$ cat src/logic/dmd_regs.svh
// Field positions, reset values and timing counts of the display attribute block.
// Assumes a 40 MHz system clock. Included by its bare name.
`ifndef DMD_REGS_SVH
`define DMD_REGS_SVH

`define DMD_CW_BRIGHT_MSB   2
`define DMD_CW_FLASH_BIT    3
`define DMD_CW_BLINK_BIT    4
`define DMD_CW_RESULT_BIT   5
`define DMD_CW_TEST_BIT     6
`define DMD_CW_CLEAR_BIT    7
`define DMD_CW_RESET        8'h00
`define DMD_BLANK_CHAR      8'h20
`define DMD_PTR_AFTER_TEST  4'hf
`define DMD_PTR_RESET       4'h0
`define DMD_BRIGHT_BLANK    3'h7
`define DMD_GLYPH_ROWS      7
`define DMD_SYS_CLK_HZ      40000000
`define DMD_DISP_CLK_HZ     57344
`define DMD_DISP_DIV        (`DMD_SYS_CLK_HZ / `DMD_DISP_CLK_HZ)
`define DMD_FLASH_DIV       28672
`define DMD_TEST_TICKS      262144
`define DMD_CLEAR_TICKS     3
`define DMD_ROM_STEPS       128

`endif

$ cat src/logic/dmd_pkg.sv
// Types and shared functions of the display attribute block.
// Assumes dmd_regs.svh is on the include path.
`default_nettype none
`include "dmd_regs.svh"

package dmd_pkg;

    typedef enum logic [2:0] {
        DMD_AREA_FLASH,
        DMD_AREA_POINTER,
        DMD_AREA_GLYPH,
        DMD_AREA_CTRL,
        DMD_AREA_CHAR
    } dmd_area_t;

    // Flash select low wins over both region lines.
    function automatic dmd_area_t dmd_decode(input logic fl_n, input logic hi, input logic lo);
        if (!fl_n)
            return DMD_AREA_FLASH;
        case ({hi, lo})
            2'b00:   return DMD_AREA_POINTER;
            2'b01:   return DMD_AREA_GLYPH;
            2'b10:   return DMD_AREA_CTRL;
            default: return DMD_AREA_CHAR;
        endcase
    endfunction

    // On-slots out of fifteen for each brightness code.
    function automatic logic [3:0] dmd_duty(input logic [2:0] code);
        case (code)
            3'h0:    return 4'hf;
            3'h1:    return 4'hc;
            3'h2:    return 4'h8;
            3'h3:    return 4'h6;
            3'h4:    return 4'h4;
            3'h5:    return 4'h3;
            3'h6:    return 4'h2;
            default: return 4'h0;
        endcase
    endfunction

    // Stand-in font word; the mask font itself lives in the scan logic.
    function automatic logic [7:0] dmd_font_word(input logic [6:0] code);
        return {code[3:0] ^ code[6:3], code[6:3] + code[3:0]};
    endfunction

    function automatic logic [15:0] dmd_font_sum();
        logic [15:0] s;
        s = 16'h0000;
        for (int i = 0; i < `DMD_ROM_STEPS; i++)
            s = s + {8'h00, dmd_font_word(7'(i))};
        return s;
    endfunction

endpackage

`default_nettype wire

$ cat src/logic/dmd_attr_regs.sv
// Host-side storage and attribute logic of an eight-digit 5x7 dot-matrix display.
// Assumes the host pins are asynchronous to clk_sys and the scan logic shares clk_sys.
`timescale 1ns/1ps
`default_nettype none

module dmd_attr_regs
    import dmd_pkg::*;
#(
    parameter int DISP_DIV   = `DMD_DISP_DIV,
    parameter int FLASH_DIV  = `DMD_FLASH_DIV,
    parameter int TEST_TICKS = `DMD_TEST_TICKS,
    parameter logic [15:0] ROM_SUM = dmd_font_sum()
)
(
    input  wire logic        clk_sys,               // 40 MHz system clock.
    input  wire logic        resetn,                // Synchronous reset, active low.
    input  wire logic        chip_enable_n,         // Chip select pin.
    input  wire logic        write_n,               // Write strobe pin.
    input  wire logic        read_n,                // Read strobe pin.
    input  wire logic        flash_region_select_n, // Flash memory select pin.
    input  wire logic        region_select_hi,      // Upper region line.
    input  wire logic        region_select_lo,      // Lower region line.
    input  wire logic [2:0]  sub_address,           // Digit or row address.
    input  wire logic [7:0]  data_in,               // Data bus, pin level.
    output logic      [7:0]  data_out,              // Data bus, driven value.
    output logic             data_oe,               // Data bus drive enable.
    input  wire logic [2:0]  scan_digit,            // Scan: digit to fetch.
    input  wire logic [3:0]  scan_glyph,            // Scan: glyph slot to fetch.
    input  wire logic [2:0]  scan_row,              // Scan: glyph row 0..6.
    output logic      [7:0]  scan_char,             // Character entry of scan_digit.
    output logic      [4:0]  scan_dots,             // Lit dots of the scanned glyph row.
    output logic      [7:0]  digit_on,              // Per-digit column enable.
    output logic             test_pattern,          // Self-test pattern shown.
    output logic             test_inverse,          // Inverse checkerboard phase.
    output logic             self_test_busy         // Self test in progress.
);

    localparam int GLYPHS = 16;
    localparam int SLOTS  = GLYPHS * `DMD_GLYPH_ROWS;

    logic [16:0] sync1_q;
    logic [16:0] sync2_q;
    logic        wr_prev_q;
    logic        ce_n_s;
    logic        wr_n_s;
    logic        rd_n_s;
    logic [2:0]  sub_s;
    logic [7:0]  din_s;
    dmd_area_t   area_s;
    logic        wr_take;
    logic        rd_active;

    logic [3:0]  custom_glyph_pointer_q;
    logic [7:0]  attribute_control_word_q;
    logic [7:0]  flash_flags_q;
    logic [7:0]  char_mem [0:7];
    logic [4:0]  glyph_mem [0:SLOTS-1];
    logic [1:0]  clear_cnt_q;
    logic        clear_go_q;
    logic [15:0] sum_q;
    logic [3:0]  pwm_q;

    logic [2:0]  brightness_code;
    logic        flash_enable;
    logic        blink_enable;
    logic        self_test_start;
    logic        disp_tick;
    logic        flash_phase;
    logic        test_busy;
    logic [17:0] test_count;
    logic        test_done;
    logic        test_launch;

    function automatic logic [6:0] glyph_slot(input logic [3:0] g, input logic [2:0] r);
        return 7'(g * `DMD_GLYPH_ROWS) + {4'h0, r};
    endfunction

    // Every host pin crosses two flip-flops before any logic sees it.
    always_ff @(posedge clk_sys)
    begin
        if (!resetn) begin
            sync1_q   <= 17'h1c000;
            sync2_q   <= 17'h1c000;
            wr_prev_q <= 1'b1;
        end else begin
            sync1_q   <= {chip_enable_n, write_n, read_n, flash_region_select_n,
                          region_select_hi, region_select_lo, sub_address, data_in};
            sync2_q   <= sync1_q;
            wr_prev_q <= sync2_q[15];
        end
    end

    assign ce_n_s    = sync2_q[16];
    assign wr_n_s    = sync2_q[15];
    assign rd_n_s    = sync2_q[14];
    assign sub_s     = sync2_q[10:8];
    assign din_s     = sync2_q[7:0];
    assign area_s    = dmd_decode(sync2_q[13], sync2_q[12], sync2_q[11]);
    assign wr_take   = wr_n_s && !wr_prev_q && !ce_n_s && resetn;
    assign rd_active = !ce_n_s && !rd_n_s && wr_n_s;

    assign brightness_code = attribute_control_word_q[`DMD_CW_BRIGHT_MSB:0];
    assign flash_enable    = attribute_control_word_q[`DMD_CW_FLASH_BIT];
    assign blink_enable    = attribute_control_word_q[`DMD_CW_BLINK_BIT];
    assign self_test_start = wr_take && area_s == DMD_AREA_CTRL && din_s[`DMD_CW_TEST_BIT];
    assign test_launch     = self_test_start && !test_busy;

    dmd_divider #(
        .DISP_DIV   (DISP_DIV),
        .FLASH_DIV  (FLASH_DIV),
        .TEST_TICKS (TEST_TICKS)
    ) u_divider (
        .clk_sys     (clk_sys),
        .resetn      (resetn),
        .test_start  (test_launch),
        .disp_tick   (disp_tick),
        .flash_phase (flash_phase),
        .test_busy   (test_busy),
        .test_count  (test_count),
        .test_done   (test_done)
    );

    always_ff @(posedge clk_sys)
    begin
        if (!resetn) begin
            custom_glyph_pointer_q <= `DMD_PTR_RESET;
        end else if (test_done) begin
            custom_glyph_pointer_q <= `DMD_PTR_AFTER_TEST;
        end else if (wr_take && area_s == DMD_AREA_POINTER) begin
            custom_glyph_pointer_q <= din_s[3:0];
        end
    end

    // Glyph memory has no reset; software defines every row it uses.
    always_ff @(posedge clk_sys)
    begin
        if (wr_take && area_s == DMD_AREA_GLYPH && sub_s < 3'(`DMD_GLYPH_ROWS)) begin
            glyph_mem[glyph_slot(custom_glyph_pointer_q, sub_s)] <= din_s[4:0];
        end
    end

    always_ff @(posedge clk_sys)
    begin
        if (!resetn || clear_go_q || test_done) begin
            flash_flags_q <= 8'h00;
        end else if (wr_take && area_s == DMD_AREA_FLASH) begin
            flash_flags_q[sub_s] <= din_s[0];
        end
    end

    always_ff @(posedge clk_sys)
    begin
        if (!resetn || clear_go_q || test_done) begin
            for (int i = 0; i < 8; i++)
                char_mem[i] <= `DMD_BLANK_CHAR;
        end else if (wr_take && area_s == DMD_AREA_CHAR) begin
            char_mem[sub_s] <= din_s;
        end
    end

    // The clear runs in the cycle after the write; bit 7 is held for three
    // display ticks so a read in that window still sees the clear pending.
    always_ff @(posedge clk_sys)
    begin
        if (!resetn) begin
            clear_go_q  <= 1'b0;
            clear_cnt_q <= 2'h0;
        end else begin
            clear_go_q <= wr_take && area_s == DMD_AREA_CTRL && din_s[`DMD_CW_CLEAR_BIT];
            if (clear_go_q) begin
                clear_cnt_q <= 2'h0;
            end else if (disp_tick && attribute_control_word_q[`DMD_CW_CLEAR_BIT]) begin
                clear_cnt_q <= clear_cnt_q + 2'h1;
            end
        end
    end

    always_ff @(posedge clk_sys)
    begin
        if (!resetn) begin
            attribute_control_word_q <= `DMD_CW_RESET;
        end else if (test_done) begin
            attribute_control_word_q <= {2'b00, attribute_control_word_q[`DMD_CW_RESULT_BIT],
                                         5'h00};
        end else if (test_busy && test_count == 18'(`DMD_ROM_STEPS) && disp_tick) begin
            attribute_control_word_q[`DMD_CW_RESULT_BIT] <= sum_q == ROM_SUM;
        end else if (wr_take && area_s == DMD_AREA_CTRL && !test_busy) begin
            attribute_control_word_q <= {din_s[7:6], attribute_control_word_q[`DMD_CW_RESULT_BIT],
                                         din_s[4:0]};
        end else if (disp_tick && attribute_control_word_q[`DMD_CW_CLEAR_BIT]
                     && clear_cnt_q == 2'(`DMD_CLEAR_TICKS - 1)) begin
            attribute_control_word_q[`DMD_CW_CLEAR_BIT] <= 1'b0;
        end
    end

    // First routine: walk the font through every code and sum its words.
    always_ff @(posedge clk_sys)
    begin
        if (!resetn || test_launch) begin
            sum_q <= 16'h0000;
        end else if (test_busy && disp_tick && test_count < 18'(`DMD_ROM_STEPS)) begin
            sum_q <= sum_q + {8'h00, dmd_font_word(test_count[6:0])};
        end
    end

    always_ff @(posedge clk_sys)
    begin
        if (!resetn) begin
            pwm_q <= 4'h0;
        end else if (disp_tick) begin
            pwm_q <= (pwm_q == 4'he) ? 4'h0 : pwm_q + 4'h1;
        end
    end

    always_ff @(posedge clk_sys)
    begin
        if (!resetn) begin
            digit_on       <= 8'h00;
            test_pattern   <= 1'b0;
            test_inverse   <= 1'b0;
            self_test_busy <= 1'b0;
        end else begin
            self_test_busy <= test_busy;
            // The visual routine follows the checksum and its two patterns share the rest
            // of the test about equally, so each stays up for about 2.3 seconds.
            test_pattern   <= test_busy && test_count >= 18'(`DMD_ROM_STEPS);
            test_inverse   <= test_busy && test_count >= 18'(TEST_TICKS / 2);
            for (int i = 0; i < 8; i++) begin
                if (test_busy)
                    digit_on[i] <= 1'b1;
                else if (brightness_code == `DMD_BRIGHT_BLANK || pwm_q >= dmd_duty(brightness_code))
                    digit_on[i] <= 1'b0;
                else if (blink_enable)
                    digit_on[i] <= flash_phase;
                else if (flash_enable && flash_flags_q[i])
                    digit_on[i] <= flash_phase;
                else
                    digit_on[i] <= 1'b1;
            end
        end
    end

    always_ff @(posedge clk_sys)
    begin
        if (!resetn) begin
            scan_char <= `DMD_BLANK_CHAR;
            scan_dots <= 5'h00;
        end else begin
            scan_char <= char_mem[scan_digit];
            if (scan_row < 3'(`DMD_GLYPH_ROWS))
                scan_dots <= glyph_mem[glyph_slot(scan_glyph, scan_row)];
            else
                scan_dots <= 5'h00;
        end
    end

    // Host reads; during the self test the bus still answers with the current register values.
    always_ff @(posedge clk_sys)
    begin
        if (!resetn) begin
            data_out <= 8'h00;
            data_oe  <= 1'b0;
        end else begin
            data_oe <= rd_active;
            unique case (area_s)
                DMD_AREA_FLASH:   data_out <= {7'h00, flash_flags_q[sub_s]};
                DMD_AREA_POINTER: data_out <= {4'h0, custom_glyph_pointer_q};
                DMD_AREA_GLYPH:
                    data_out <= (sub_s < 3'(`DMD_GLYPH_ROWS))
                        ? {3'h0, glyph_mem[glyph_slot(custom_glyph_pointer_q, sub_s)]}
                        : 8'h00;
                DMD_AREA_CTRL:    data_out <= attribute_control_word_q;
                DMD_AREA_CHAR:
                    data_out <= char_mem[sub_s][7]
                        ? {4'h8, char_mem[sub_s][3:0]}
                        : char_mem[sub_s];
            endcase
        end
    end

endmodule

`default_nettype wire

$ cat src/logic/dmd_divider.sv
// Shared display-rate divider: display tick, flash phase and self-test sequencer.
// Assumes one system clock; the display rate is a one-cycle enable and the flash rate a toggling phase level.
`timescale 1ns/1ps
`default_nettype none

module dmd_divider
    import dmd_pkg::*;
#(
    parameter int DISP_DIV   = `DMD_DISP_DIV,
    parameter int FLASH_DIV  = `DMD_FLASH_DIV,
    parameter int TEST_TICKS = `DMD_TEST_TICKS
)
(
    input  wire logic        clk_sys,     // System clock.
    input  wire logic        resetn,      // Synchronous reset, active low.
    input  wire logic        test_start,  // Pulse that launches the self test.
    output logic             disp_tick,   // One pulse per display clock period.
    output logic             flash_phase, // Flash and blink phase, period FLASH_DIV ticks.
    output logic             test_busy,   // Self test running.
    output logic [17:0]      test_count,  // Display ticks since self-test launch.
    output logic             test_done    // Pulse at the end of the self test.
);

    logic [15:0] pre_q;
    logic [15:0] flash_cnt_q;

    // Prescaler from system clock to display clock.
    always_ff @(posedge clk_sys)
    begin
        if (!resetn) begin
            pre_q     <= 16'h0000;
            disp_tick <= 1'b0;
        end else if (pre_q == 16'(DISP_DIV - 1)) begin
            pre_q     <= 16'h0000;
            disp_tick <= 1'b1;
        end else begin
            pre_q     <= pre_q + 16'h0001;
            disp_tick <= 1'b0;
        end
    end

    // Half of the flash period per phase; reset restarts it so that several
    // displays reset together stay in step.
    always_ff @(posedge clk_sys)
    begin
        if (!resetn) begin
            flash_cnt_q <= 16'h0000;
            flash_phase <= 1'b0;
        end else if (disp_tick) begin
            if (flash_cnt_q == 16'(FLASH_DIV / 2 - 1)) begin
                flash_cnt_q <= 16'h0000;
                flash_phase <= ~flash_phase;
            end else begin
                flash_cnt_q <= flash_cnt_q + 16'h0001;
            end
        end
    end

    always_ff @(posedge clk_sys)
    begin
        if (!resetn) begin
            test_busy  <= 1'b0;
            test_count <= 18'h00000;
            test_done  <= 1'b0;
        end else begin
            test_done <= 1'b0;
            if (!test_busy) begin
                if (test_start) begin
                    test_busy  <= 1'b1;
                    test_count <= 18'h00000;
                end
            end else if (disp_tick) begin
                if (test_count == 18'(TEST_TICKS - 1)) begin
                    test_busy <= 1'b0;
                    test_done <= 1'b1;
                end else begin
                    test_count <= test_count + 18'h00001;
                end
            end
        end
    end

endmodule

`default_nettype wire

$ cat config.mk
export PLATFORM = sky130hd
export DESIGN_NAME = dmd_attr_regs
export DESIGN_NICKNAME = d
export VERILOG_FILES = /design/src/logic/dmd_pkg.sv /design/src/logic/dmd_attr_regs.sv /design/src/logic/dmd_divider.sv
export VERILOG_INCLUDE_DIRS = /design/src /design/src/logic
export SDC_FILE = /design/constraint.sdc
export NUM_CORES = 1
export LEC_CHECK = 0
export ABC_CLOCK_PERIOD_IN_PS = 6600
export BUFFER_PORTS_ARGS = -buffer_cell sky130_fd_sc_hd__buf_2
export CAP_MARGIN = 10
export CORE_ASPECT_RATIO = 1.75
export CORE_MARGIN = 5
export CORE_UTILIZATION = 66
export CTS_BUF_LIST = sky130_fd_sc_hd__clkbuf_4 sky130_fd_sc_hd__clkbuf_8
export DETAILED_ROUTE_END_ITERATION = 6
export PLACE_DENSITY_LB_ADDON = 0.08
export SLEW_MARGIN = 20
export SYNTH_ARGS = -nofsm -noshare
export SYNTH_HDL_FRONTEND = slang
export SYNTH_SLANG_ARGS = --single-unit
$ cat constraint.sdc
create_clock -name clk_sys -period 6.6 [get_ports clk_sys]
set_input_delay 1.32 -clock clk_sys [delete_from_list [all_inputs] [get_ports clk_sys]]
set_output_delay 1.32 -clock clk_sys [all_outputs]
set_load 0.01 [all_outputs]
== Word level (Yosys, flattened, before mapping) ==
Memory sizes are Yosys's and may differ from the RTL's. A register that Yosys moved wholly into a read port is not among the register bits.
Index checks and enable logic that the tools add are counted.
Widths: inputs -> output; s select.
Storage, ports and cells
  bits in registers: 152
  memory bits (writable): 624
  memories: 2
Cells by class
  add/subtract/negate cells: 9
  $mul: 2
  magnitude comparators: 8
  eq/ne operators: 22
  muxes and demuxes: 73
  bitwise gates (word level): 5
  reduce and logical (&&, ||, !) cells: 60
Memory list
  glyph_mem: words 112, bits a word 5, read ports 2, clocked after memory_dff 1, wr ports 1, RTL line dmd_attr_regs.sv:57  | logic [4:0] glyph_mem [0:SLOTS-1];
  char_mem: words 8, bits a word 8, read ports 2, clocked after memory_dff 2, wr ports 8, RTL line dmd_attr_regs.sv:56  | logic [7:0] char_mem [0:7];
Operators by type and width (count)
  $mux 18: 4
  $mux 1: 51
  $pmux 8 s5: 1
  $add 16x1->16 const B: 2
  $eq 16x14->1 const B: 2
  $logic_and 1x1->1: 32
  $pmux 4 s7: 1
  $mux 4: 5
  $add 18x1->18 const B: 1
  $eq 18x18->1 const B: 1
  $eq 18x8->1 const B: 1
  $ge 18x18->1 const B: 1
  $ge 18x8->1 const B: 1
  $lt 18x8->1 const B: 1
  $add 16x8->16: 1
  $eq 16x10->1 const B: 1
  $mux 16: 1
  $mux 8: 2
  $eq 3x3->1 const B: 5
  $add 7x3->7: 2
  $mul 4x3->7 const B: 2
  $eq 3x2->1 const B: 4
  $reduce_and 2->1: 5
  $mux 3: 3
  other kinds (28): 49

== Logic depth before layout (Yosys ltp) ==
Gate-level depths: netlist of the first run.
  word-level depth: 10
  depth in mapped cells: 15
  depth with buffers taken out: 12

== Modules after synthesis ==
Synthesis of the first run repeated with hierarchy kept, for this count alone.
Unflattened totals
  cells, all modules: 2427
  area, all modules: 37772.5 µm²
Modules (own cells, without submodules)
  dmd_attr_regs: times used 1, cells each 2125, area an instance 35138.7 µm²
  dmd_divider: times used 1, cells each 302, area an instance 2633.8 µm²

== Worst setup path before layout of the first run ==
OpenSTA, ideal clock, no wires.
  kind: input -> register
  start point: input scan_glyph[0]
  end point: register scan_dots[0] (read register of glyph_mem)
  library setup time: 117 ps
  arrival time: 4747 ps
  required time: 6483 ps
  slack: 1737 ps
  stages: 11
  path buffers: 1
  cell sequence: fa_1 inv_1 fa_1 fa_1 xor2_1 buf_6 mux4_2 mux2_2 nand2_1 o21ai_0 a22o_1
On the way
  longest elaborated chain between the ends: 2
RTL lines
  start: declaration: RTL line dmd_attr_regs.sv:28  | input wire logic [3:0] scan_glyph,
  $mul 4x3->7 (no line)
  $add 7x3->7: RTL line dmd_attr_regs.sv:75  | return 7'(g * `DMD_GLYPH_ROWS) + {4'h0, r};
  end: declaration: RTL line dmd_attr_regs.sv:31  | output logic [4:0] scan_dots,
Every way passes these cells.
A chain may end at the register's enable or synchronous reset.

== Final worst setup path of the first run ==
  start point: register custom_glyph_pointer_q[1]
  end point: register data_out[4]
On the way
  longest elaborated chain between the ends: 5
RTL lines
  start: declaration: RTL line dmd_attr_regs.sv:53  | logic [3:0] custom_glyph_pointer_q;
  start signal: assignment: RTL line dmd_attr_regs.sv:126  | custom_glyph_pointer_q <= `DMD_PTR_RESET;
  start signal: assignment: RTL line dmd_attr_regs.sv:128  | custom_glyph_pointer_q <= `DMD_PTR_AFTER_TEST;
  start signal: assignment: RTL line dmd_attr_regs.sv:130  | custom_glyph_pointer_q <= din_s[3:0];
  $mul 4x3->7 (no line)
  $add 7x3->7: RTL line dmd_attr_regs.sv:75
  $mem_v2 112x5
  $mux 5: RTL line dmd_attr_regs.sv:269  | data_out <= (sub_s < 3'(`DMD_GLYPH_ROWS))
  $pmux 8 s5: RTL line dmd_attr_regs.sv:265  | unique case (area_s)
  end signal: assignment: RTL line dmd_attr_regs.sv:266  | DMD_AREA_FLASH: data_out <= {7'h00, flash_flags_q[sub_s]};
  end signal: assignment: RTL line dmd_attr_regs.sv:267  | DMD_AREA_POINTER: data_out <= {4'h0, custom_glyph_pointer_q};
  end signal: assignment: RTL line dmd_attr_regs.sv:269
  end: declaration: RTL line dmd_attr_regs.sv:25  | output logic [7:0] data_out,
Every way passes these cells.

==> results of run 1 <==
==> final cells by class <==
| cell class | count | area share |
|---|---|---|
| Antenna cell | 1 | 0.0000606 |
| Clock buffer | 151 | 0.0472 |
| Clock inverter | 54 | 0.0127 |
| Inverter | 40 | 0.00364 |
| Multi-Input combinational cell | 1407 | 0.359 |
| Sequential cell | 789 | 0.535 |
| Tap cell | 760 | 0.0230 |
| Timing Repair Buffer | 125 | 0.0200 |
==> layer usage <==
layer	GRT usage	routed length, um	part of all wire	up-vias
met1	0.380	32100	0.32	11700
met5	0	0	0	-
met4	0.186	6940	0.070	0
met3	0.0587	7980	0.081	349
li1	-	-	-	9624
met2	0.560	52000	0.53	1317
==> logic make-up after synthesis <==
kind of cell | after synthesis
adder cells (fa/ha/maj) | 60
flip-flops | 789
XOR/XNOR | 66
AO/OA/AOI/OAI | 200
multiplexers | 440
AND/OR/NAND/NOR | 641
buffers and inverters | 182
==> critical path, cell delays in order, from the launching register on <==
cell,delay [ns]
dfxtp_1,0.47
fa_1,0.49
fa_1,0.50
fa_4,1.39
buf_4,0.42
mux4_2,0.34
mux4_2,0.47
mux2i_1,0.39
a21oi_1,0.13
a31o_2,0.26
==> metrics by stage <==
| step | utilization | instance area [sq um] |
|---|---|---|
| finish | 0.732 | 41300 |
| global route | 0.732 | 41300 |
| CTS | 0.731 | 41300 |
| detailed placement | 0.688 | 38800 |
| global placement | 0.688 | 38800 |
| floorplan | - | 37600 |
==> sequential cells by signal (all words and copies together) (netlist names), 16 cells and up <==
name and cells:
glyph_mem 560, sync2_q 17, char_mem 64, sync1_q 17
sum_q 16, u_divider.pre_q 16, u_divider.flash_cnt_q 16, u_divider.test_count 18
==> worst max-delay path by stage <==
stage | from | endpoint | slack [ns] | cells after the start
floorplan | scan_glyph[0] | scan_dots[0] | 1.74 | 11
global placement | scan_glyph[0] | scan_dots[2] | 1.40 | 13
detailed placement | scan_glyph[0] | scan_dots[4] | 1.37 | 13
CTS | custom_glyph_pointer_q[1] | data_out[4] | 1.62 | 9
global route | custom_glyph_pointer_q[1] | data_out[4] | 1.49 | 9
finish | custom_glyph_pointer_q[1] | data_out[4] | 1.57 | 9
==> report_power, final <==
group,switching [uW],internal [uW]
clock network,1900,2310
registers,50.9,5380
logic,792,694
==> synth_stat cells, types with 6 or more instances <==
cell type	number
a31oi_1	7
clkbuf_1	60
buf_1	24
xor2_1	35
nor3_1	27
nand3_1	55
nor2_1	258
nand4_1	19
o22ai_1	6
a21o_1	9
edfxtp_1	624
buf_2	34
or3_1	17
buf_4	13
nand2_1	94
fa_1	12
mux4_2	360
ha_1	48
mux2_2	12
o21ai_0	50
buf_6	11
nor2b_1	12
and2_1	84
inv_1	39
and3_1	14
a211oi_1	11
xnor2_1	30
mux2i_1	68
dfxtp_1	165
a21oi_1	66
nor4_1	8
nand2b_1	22
==> results by group, run 1 <==
Synthesis
  • Yosys Warn Count: 0
  • Post-Synth Simple-Gate Area: 0.0824
  • Distinct cells, synth: 67
  • Mux cell area share after synthesis: 0.237
  • Synth Area in Compound Gates: 0.0331
  • EDFF count, synth: 624
  • Async set-reset flop share out of synthesis: 0
  • Largest family of logic cells by synthesized area: multiplexers
  • Cell count after synthesis: 2378
  • Adder-cell share of the synthesized area: 0.0224
  • Sequential share of the synthesized area: 0.586
  • Synth area leaders: edfxtp_1, mux4_2, dfxtp_1, nor2_1, mux2i_1
  • Mapped Avg Cell Area: about 16 sq um
  • Synthesized net count: 2467
  • Mapped cell area: 0.0376 sq mm
  • Yosys reg bits: 789
  • Xor/xnor share of the synthesized area: 0.0156
  • Synth area leader: edfxtp_1
  • Post-synth top flop: edfxtp_1
  • Synth top area share: 0.499

Layout
  • Most frequent cells in the layout: edfxtp_1, mux4_2, nor2_1
  • Most common cell after layout, fill and taps aside: edfxtp_1
  • Layout net count: 2563
  • Non-Filler Instances: about 3300
  • Filler cell count: 3549
  • Multi-input gate area: 0.0148 sq mm
  • Area grow syn2layout: 9.77%
  • Layout cell share with drive strength beyond 1: 0.278
  • Register area: 0.0221 sq mm

Setup path
  • Worst r2r dst: data_out[4]
  • CP endpoint kind: flop
  • Req. time, crit path: 7.25 ns
  • Worst R2R Setup Slack: 1.57 ns
  • Worst R2R Start: custom_glyph_pointer_q[1]
  • Crit Path Max Fanout: 54
  • Setup CP Type: reg2reg
  • CP Launch Type: flop
  • Critical Path AT: 5.68 ns
  • Reg2Reg Depth: 9

Global route
  • Largest net degree at the start of global routing: 95
  • Grt ovf: 0
  • Antenna violations before repair: 1
  • Total GRT Usage: 0.324
  • Vias in the first global route: ~24000
  • First-pass GRT wire length: 149 mm

Detailed routing
  • Drt pass-1 iters: 6
  • Via/cell ratio: 6.91
  • DRC violations left: 0
  • Iter 0 DRT Violations: 2585
  • Routed Antenna Nets: 0
  • Detailed-route wire length per cell: just under 30 um
  • Vias: 23000
  • Routed WL: 99.1 mm

Floorplanning
  • Initial core utilization: 0.666
  • Core box area: ~0.056 sq mm
  • Row cnt: 115
  • I/O pins: between 60 and 70
  • Die width: 190 um
  • Die height: 326 um
  • DIE AREA: between 0.06 and 0.07 sq mm

STA
  • Setup-failing EPs final: 0
  • Max Freq: about 0.20 GHz
  • Tmin final: 5.03 ns
  • Tcrit/Tclk final: 0.762
  • Unrepaired setup endpoints after global routing: no
  • Clk_skew: 0.0308 ns
  • Post-route setup slack: roughly 1.6 ns
  • Final hold slack: 0.402 ns
  • Relative slew slack: 0.201
  • Slew Viols, Final: 0
  • Setup TNS: 0 ns
  • Worst Tran Pin Value: 1.19 ns
  • Final Hold Viols: 0

CTS
  • CTS tree: built
  • Post-CTS Setup Inserts: 0
  • # hold bufs at CTS: 0
  • Clk_lat worst skew: 0.76 ns
  • CTS Root Buffer Type: clkbuf_8
  • Clock Path Buffers: 3
  • Post-CTS Resized: 0
  • Clk slew on worst S/H paths: ~0.080 ns
  • CTS H-tree depth: 3
  • Clk sink count: 789
  • Num CTS Buffers: 111

Place
  • Pre-CTS setup slack: ~1.4 ns
  • Placed cell count: 3121
  • Gpl congestion: 0.985
  • Port buffer count: 61
  • DP HPWL: 67.4 mm

Power and ir drop
  • Leakage: 0.0137 uW
  • Final Power: between 10000 and 15000 uW
  • Power per Cell Area: 270 mW/mm^2
  • Peak supply drop: 0.000212 V

Min path
  • Type of the most critical hold path: reg2reg
  • Hold path endpoint: data_oe
  • Min-delay src: sync2_q[14]
  • Hold path depth: 1

Flow run
  • Total of max-cap violations: 0

Status
  • Outcome: complete, no violations
(Power assumes the default switching activity.)
==> inputs of run 2 (changes only) <==
--- a/config.mk
+++ b/config.mk
@@ -6,12 +6,12 @@
 export SDC_FILE = /design/constraint.sdc
 export NUM_CORES = 1
 export LEC_CHECK = 0
-export ABC_CLOCK_PERIOD_IN_PS = 6600
+export ABC_CLOCK_PERIOD_IN_PS = 4160
 export BUFFER_PORTS_ARGS = -buffer_cell sky130_fd_sc_hd__buf_2
 export CAP_MARGIN = 10
 export CORE_ASPECT_RATIO = 1.75
 export CORE_MARGIN = 5
-export CORE_UTILIZATION = 66
+export CORE_UTILIZATION = 59
 export CTS_BUF_LIST = sky130_fd_sc_hd__clkbuf_4 sky130_fd_sc_hd__clkbuf_8
 export DETAILED_ROUTE_END_ITERATION = 6
 export PLACE_DENSITY_LB_ADDON = 0.08
==> constraint.sdc (replaced) <==
create_clock -name clk_sys -period 4.16 [get_ports clk_sys]
set_input_delay 0.832 -clock clk_sys [delete_from_list [all_inputs] [get_ports clk_sys]]
set_output_delay 0.832 -clock clk_sys [all_outputs]
set_load 0.01 [all_outputs]
==> run 2 against run 1 <==
Against the previous run:
- critical endpoint is now data_out[1]
- the run now ends with DRC left
- via count rose by 1.3%
- combinational power rose by 74%
- worst setup slack worse by 1.5 ns
==> results by group, run 2 (synthesis results as in run 1) <==
Status
  • Outcome: complete, but fails checks
  • Failing checks: DRC

Setup path
  • Crit path top cell by count: fa_1
  • CP Buf/Inv Count: 2 (+1)
  • Setup CP Type: reg2reg
  • Req. time, crit path: 4.78 ns (-2.47 ns)
  • Crit path max-delay family: adder cells
  • Worst-path cell chain: fa_1, fa_1, fa_4, buf_6, mux4_2, nor2b_1, a211oi_2, buf_4, o31ai_1, a21oi_1, o32ai_1
  • Crit Path Max Fanout: 16 (-70%)
  • Worst R2R Start: custom_glyph_pointer_q[0]
  • Max stage delay cell, worst path: fa_4
  • CP endpoint kind: flop
  • CP startpoint: custom_glyph_pointer_q[0]
  • Critical Path AT: 4.75 ns (-0.93 ns)
  • CP Launch Type: flop
  • Crit-path max cell delay: 0.92 ns (-0.47 ns)

STA
  • Setup-failing EPs final: 0 (unchanged)
  • Worst Tran Pin Value: 1.01 ns (-0.185 ns)
  • Clk_skew: 0.0492 ns (+0.0185 ns)
  • Tcrit/Tclk final: 0.992 (+0.230)
  • Final Hold Viols: 0 (unchanged)
  • Unrepaired setup endpoints after global routing: yes
  • Relative slew slack: 0.325 (+0.124)
  • Setup TNS: 0 ns (unchanged)
  • Slew Viols, Final: 0 (unchanged)
  • Max Freq: 0.242 GHz (+22%)
  • Tmin final: 4.13 ns (-0.903 ns)

Layout
  • Design area: 0.0429 sq mm (+3.9%)
  • Layout net count: 2721 (+6.2%)
  • Non-Filler Instances: 3536 (+6.3%)
  • Layout cell share with drive strength beyond 1: 0.333 (+0.0548)
  • Area grow syn2layout: 14.1%
  • Most common cell after layout, fill and taps aside: edfxtp_1
  • Register area: 0.0221 sq mm (unchanged)
  • Largest registers: glyph_mem x560, char_mem x64, u_divider.test_count x18
  • Max reg flops: 560 (unchanged)
  • Filler cell count: 4416 (+24%)
  • Most frequent cells in the layout: edfxtp_1, mux4_2, nor2_1
  • Multi-input gate area: 0.0149 sq mm (+0.84%)
  • Top reg by flops: glyph_mem

CTS
  • Clk sink count: 789 (unchanged)
  • Num CTS Buffers: 112 (+0.90%)
  • Clock Path Buffers: 3 (unchanged)
  • CTS H-tree depth: 3 (unchanged)
  • Clk slew on worst S/H paths: 0.06 ns (-0.02 ns)
  • Clk_lat worst skew: 0.78 ns (+0.02 ns)
  • # hold bufs at CTS: 0 (unchanged)
  • Post-CTS Setup Inserts: 0 (unchanged)
  • CTS Root Buffer Type: clkbuf_8
  • CTS tree: built

Detailed routing
  • Drt pass-1 iters: 7 (+1)
  • Routed Antenna Nets: 0 (unchanged)
  • Via/cell ratio: 6.58 (-4.7%)
  • DRC violations left: 1 (+1)
  • Routed WL: 103 mm (+3.5%)
  • Detailed-route wire length per cell: 29.0 um (-2.6%)
  • Iter 0 DRT Violations: 2102 (-19%)
  • Vias: 23300 (+1.3%)

Power and ir drop
  • Switching share of power: 0.249 (+0.00326)
  • Power per Cell Area: 410 mW/mm^2 (+52%)
  • Comb power frac: 0.148 (+0.014)
  • Switching Power: 4380 uW (+60%)
  • Register share of total power: 0.492 (+0.004)
  • Clock power share: 0.360 (-0.018)
  • Leakage: 0.0146 uW (+6.5%)
  • P_int: 13200 uW (+57%)
  • Peak supply drop: 0.000289 V (+36%)

Place
  • Port buffer count: 61 (unchanged)
  • Placed cell count: 3323 (+6.5%)
  • DP HPWL: 72.5 mm (+7.6%)
  • Gpl congestion: 0.968 (-1.8%)
  • Placed Area: 0.0404 sq mm (+4.0%)

Flow run
  • Total of max-cap violations: 0 (unchanged)

Global route
  • Grt ovf: 0 (unchanged)
  • Total GRT Usage: 0.299 (-0.0249)
  • First-pass GRT wire length: 153 mm (+2.7%)
  • Vias in the first global route: 24500 (+2.5%)
  • Largest net degree at the start of global routing: 108 (+14%)
  • Antenna violations before repair: 1 (unchanged)

Min path
  • Min-delay src: data_in[5]
  • Type of the most critical hold path: in2reg

Floorplanning
  • I/O pins: 62 (unchanged)
  • Die height: 344 um (+5.6%)
  • DIE AREA: 0.0691 sq mm (+11%)
  • Row cnt: 122 (+6.1%)
  • Initial core utilization: 0.595 (-0.0716)
  • Core box area: 0.0632 sq mm (+12%)
  • Die width: 201 um (+5.5%)
==> run 2: layer usage <==
layer  track usage  vias up  part of all wire
li1              -     9940                 -
met1         0.341    11900              0.34
met2         0.533     1076              0.53
met3        0.0504      337             0.068
met4         0.178        0             0.067
met5             0        -                 0
==> run 2: worst paths after layout <==
check                           slack (ns)  cells past startpoint     endpoint
worst max-delay path                  0.03                     11  data_out[1]
worst min-delay path                  0.28                      2   sync1_q[5]
worst max register to register        0.03                     11  data_out[1]
worst min register to register        0.39                      1      data_oe
==> run 2: through the flow <==
step / util / worst slack, ns / total power [uW] / hold WS, ns
3_3_place_gp: 0.639 / -0.216 / 11400 / 0.383
4_1_cts: 0.676 / -0.00559 / 17700 / 0.223
3_5_place_dp: 0.639 / -0.201 / 11400 / 0.387
2_1_floorplan: - / 0.0129 / 10400 / 0.374
6_report: 0.678 / 0.0338 / 17600 / 0.280
5_1_grt: 0.678 / -0.0996 / 18200 / 0.256
==> run 2: what timing repair did <==
action | 4_1_cts | 5_1_grt
pin swaps | 0 | 3
setup endpoints to repair | 38 | 289
resized for setup | 10 | 33
==> run 2: power groups by stage <==
stage / Sequential (uW) / Combinational (uW) / Clock [uW]
after floorplan: 8790 / 1600 / 0
after global placement: 8810 / 2560 / 0
after detailed placement: 8810 / 2570 / 0
after CTS: 8650 / 2580 / 6440
after global routing: 8640 / 2700 / 6810
final: 8640 / 2600 / 6320
==> run 2: layout make-up <==
type,count,share of cell area
Clock buffer,160,0.0464
Inverter,40,0.00350
Clock inverter,51,0.00832
Tap cell,806,0.0235
Multi-Input combinational cell,1407,0.348
Sequential cell,789,0.515
Antenna cell,1,0.0000584
Timing Repair Buffer,282,0.0554
==> inputs of run 3 (changes only) <==
--- a/config.mk
+++ b/config.mk
@@ -9,9 +9,11 @@
 export ABC_CLOCK_PERIOD_IN_PS = 4160
 export BUFFER_PORTS_ARGS = -buffer_cell sky130_fd_sc_hd__buf_2
 export CAP_MARGIN = 10
+export CELL_PAD_IN_SITES_DETAIL_PLACEMENT = 1
+export CELL_PAD_IN_SITES_GLOBAL_PLACEMENT = 1
 export CORE_ASPECT_RATIO = 1.75
 export CORE_MARGIN = 5
-export CORE_UTILIZATION = 59
+export CORE_UTILIZATION = 51
 export CTS_BUF_LIST = sky130_fd_sc_hd__clkbuf_4 sky130_fd_sc_hd__clkbuf_8
 export DETAILED_ROUTE_END_ITERATION = 6
 export PLACE_DENSITY_LB_ADDON = 0.08
==> run 3 against run 2 <==
Against the previous run:
- the run now ends clean
- critical path depth did not move
- register-to-register slack worse by 0.03 ns
- fmax decreased by 0.77%
- flip-flop and latch count did not move
- wire length grew 13%
- combinational power barely moved
- critical endpoint is now data_out[0]
- largest power group unchanged
==> results by group, run 3 (synthesis results as in run 1) <==
Status
  • Outcome: complete, no violations

Detailed routing
  • Met3 wire length: 6.04 mm (-14%)
  • Highest Signal Layer: met4
  • Met2 routed WL: 63.2 mm (+17%)
  • Routed Antenna Nets: 0 (unchanged)
  • DRC violations left: 0 (-1)
  • Routed WL: 116 mm (+13%)
  • Iter 0 DRT Violations: 1902 (-9.5%)
  • Drt pass-1 iters: 5 (-2)
  • Via/cell ratio: 6.38 (-3.0%)
  • Met1 Wirelength: 38.5 mm (+11%)
  • Detailed-route wire length per cell: 31.5 um (+8.7%)
  • Vias: 23600 (+1.3%)

Layout
  • Non-Filler Instances: 3692 (+4.4%)
  • Filler cell count: 6720 (+52%)
  • Register area: 0.0221 sq mm (about the same)
  • Layout cell share with drive strength beyond 1: 0.336 (+0.00278)
  • Most common cell after layout, fill and taps aside: edfxtp_1
  • Multi-input gate area: 0.0149 sq mm (about the same)
  • Area grow syn2layout: 15.3%
  • Max reg flops: 560 (unchanged)
  • Largest registers: glyph_mem x560, char_mem x64, u_divider.test_count x18
  • Most frequent cells in the layout: edfxtp_1, mux4_2, nor2_1
  • Layout net count: 2751 (+1.1%)
  • Top reg by flops: glyph_mem

Flow run
  • Total of max-cap violations: 0 (unchanged)

Global route
  • Vias in the first global route: 25900 (+5.5%)
  • First-pass GRT wire length: 172 mm (+12%)
  • Largest net degree at the start of global routing: 89 (-18%)
  • Total GRT Usage: 0.293 (-0.00569)
  • Antenna violations before repair: 2 (+1)
  • Grt ovf: 0 (unchanged)

STA
  • Max Freq: 0.240 GHz (-0.77%)
  • Clk_skew: 0.0326 ns (-0.0167 ns)
  • Tcrit/Tclk final: 1.00 (+0.00771)
  • Unrepaired setup endpoints after global routing: yes
  • Setup-failing EPs final: 0 (unchanged)
  • Worst Tran Pin Value: 1.16 ns (+0.154 ns)
  • Relative slew slack: 0.226 (-0.0994)
  • Post-route setup slack: 0.00174 ns (-0.0321 ns)
  • Final Hold Viols: 0 (unchanged)
  • Tmin final: 4.16 ns (+0.0321 ns)
  • Slew Viols, Final: 0 (unchanged)

Place
  • Placed cell count: 3472 (+4.5%)
  • Pre-CTS setup slack: -0.152 ns (+0.0498 ns)
  • Gpl congestion: 0.916 (-5.4%)
  • DP HPWL: 84.7 mm (+17%)
  • Port buffer count: 61 (unchanged)

Setup path
  • Worst R2R Start: custom_glyph_pointer_q[0]
  • Setup CP Type: reg2reg
  • Worst-path cell chain: fa_1, fa_1, fa_4, buf_12, mux4_2, mux4_2, nor3_2, buf_4, a31oi_1, nand3_1, nand2_1
  • Reg2Reg Depth: 11 (unchanged)
  • Req. time, crit path: 4.82 ns (+0.04 ns)
  • CP Buf/Inv Count: 2 (unchanged)
  • Crit path max-delay family: adder cells
  • CP endpoint kind: flop
  • CP Launch Type: flop
  • Crit-path max cell delay: 0.89 ns (-0.03 ns)
  • End of the critical path: data_out[0]
  • Worst R2R Setup Slack: 0.002 ns (-0.03 ns)
  • CP Depth: 11 (unchanged)
  • Max stage delay cell, worst path: fa_4
  • CP startpoint: custom_glyph_pointer_q[0]
  • Worst r2r dst: data_out[0]
  • Crit Path Max Fanout: 29 (+13)
  • Critical Path AT: 4.81 ns (+0.06 ns)

Floorplanning
  • I/O pins: 62 (unchanged)
  • Core box area: 0.0731 sq mm (+16%)
  • DIE AREA: 0.0794 sq mm (+15%)
  • Row cnt: 131 (+7.4%)
  • Die width: 215 um (+7.2%)
  • Die height: 369 um (+7.3%)
  • Initial core utilization: 0.514 (-0.0806)

CTS
  • Clk sink count: 789 (unchanged)
  • Clk_lat worst skew: 0.80 ns (+0.02 ns)
  • CTS Root Buffer Type: clkbuf_8
  • Clk slew on worst S/H paths: 0.07 ns (about the same)
  • CTS tree: built
  • Num CTS Buffers: 114 (+1.8%)
  • CTS H-tree depth: 3 (unchanged)
  • Clock Path Buffers: 3 (unchanged)

Power and ir drop
  • Clock power share: 0.377 (+0.017)
  • Power per Cell Area: 418 mW/mm^2 (+2.0%)
  • Switching Power: 4610 uW (+5.1%)
  • Register share of total power: 0.478 (-0.014)
  • Leakage: 0.0148 uW (+1.3%)
  • Peak supply drop: 0.000335 V (+16%)
  • P_int: 13500 uW (+2.4%)
  • Switching share of power: 0.254 (+0.00485)
  • Comb power frac: 0.145 (-0.003)

Min path
  • Hold path depth: 2 (unchanged)
  • Type of the most critical hold path: in2reg
==> run 3: changes by cell type in the layout (fill, tap and decap cells not counted), moves of 8 or more <==
cell / change
nor2_2: -16
buf_12: -8
clkbuf_4: -10
buf_4: +37
nor2_1: +15
bufinv_16: +8
==> run 3: per-stage QoR <==
stage / TNS, ns / util / power (uW) / hold WS, ns / instance area [sq um]
final: 0 / 0.593 / 18100 / 0.235 / 43300
after global routing: -6.16 / 0.593 / 18700 / 0.187 / 43300
after global placement: -0.668 / 0.555 / 11400 / 0.387 / 40600
after CTS: -0.188 / 0.591 / 18200 / 0.153 / 43200
after floorplan: 0 / - / 10400 / 0.374 / 37600
after detailed placement: -2.71 / 0.555 / 11400 / 0.398 / 40600
==> run 3: how the worst min path moves through the flow <==
stage	slack, ns	startpoint	to
global route	0.19	read_n	sync1_q[14]
global placement	0.39	sync2_q[14]	data_oe
finish	0.23	read_n	sync1_q[14]
floorplan	0.37	sync2_q[14]	data_oe
CTS	0.15	read_n	sync1_q[14]
detailed placement	0.40	sync2_q[14]	data_oe
==> run 3: power by group through the flow <==
stage / registers, uW / clock network [uW] / logic [uW]
floorplan: 8790 / 0 / 1600
global placement: 8810 / 0 / 2580
detailed placement: 8820 / 0 / 2600
CTS: 8650 / 6970 / 2620
global route: 8650 / 7350 / 2720
finish: 8650 / 6830 / 2630
==> run 3: layout make-up <==
class	instances	share of cell area
Inverter	40	0.00346
Timing Repair Buffer	310	0.0580
Sequential cell	789	0.509
Multi-Input combinational cell	1407	0.345
Antenna cell	1	0.0000577
Clock inverter	68	0.0152
Tap cell	931	0.0269
Clock buffer	146	0.0429
==> run 3: metal layers <==
layer,vias to the layer above,global-route usage
li1,9999,-
met1,12300,0.311
met2,932,0.545
met3,329,0.0425
met4,0,0.184
met5,-,0
==> run 3: worst reg2reg max path, cell delays in order (launching register included) <==
cell     delay (ns)
dfxtp_2        0.33
fa_1           0.56
fa_1           0.46
fa_4           0.89
buf_12         0.24
mux4_2         0.39
mux4_2         0.57
nor3_2         0.15
buf_4          0.13
a31oi_1        0.04
nand3_1        0.19
nand2_1        0.10
==> run 3: timing repair <==
action / in CTS / in global routing
hold buffers: 0 / 0
gates resized for setup: 14 / 22
buffers inserted: 1 / 3
endpoints found under the setup margin: 82 / 238
pin swaps: 2 / 3
cloned: 0 / 1
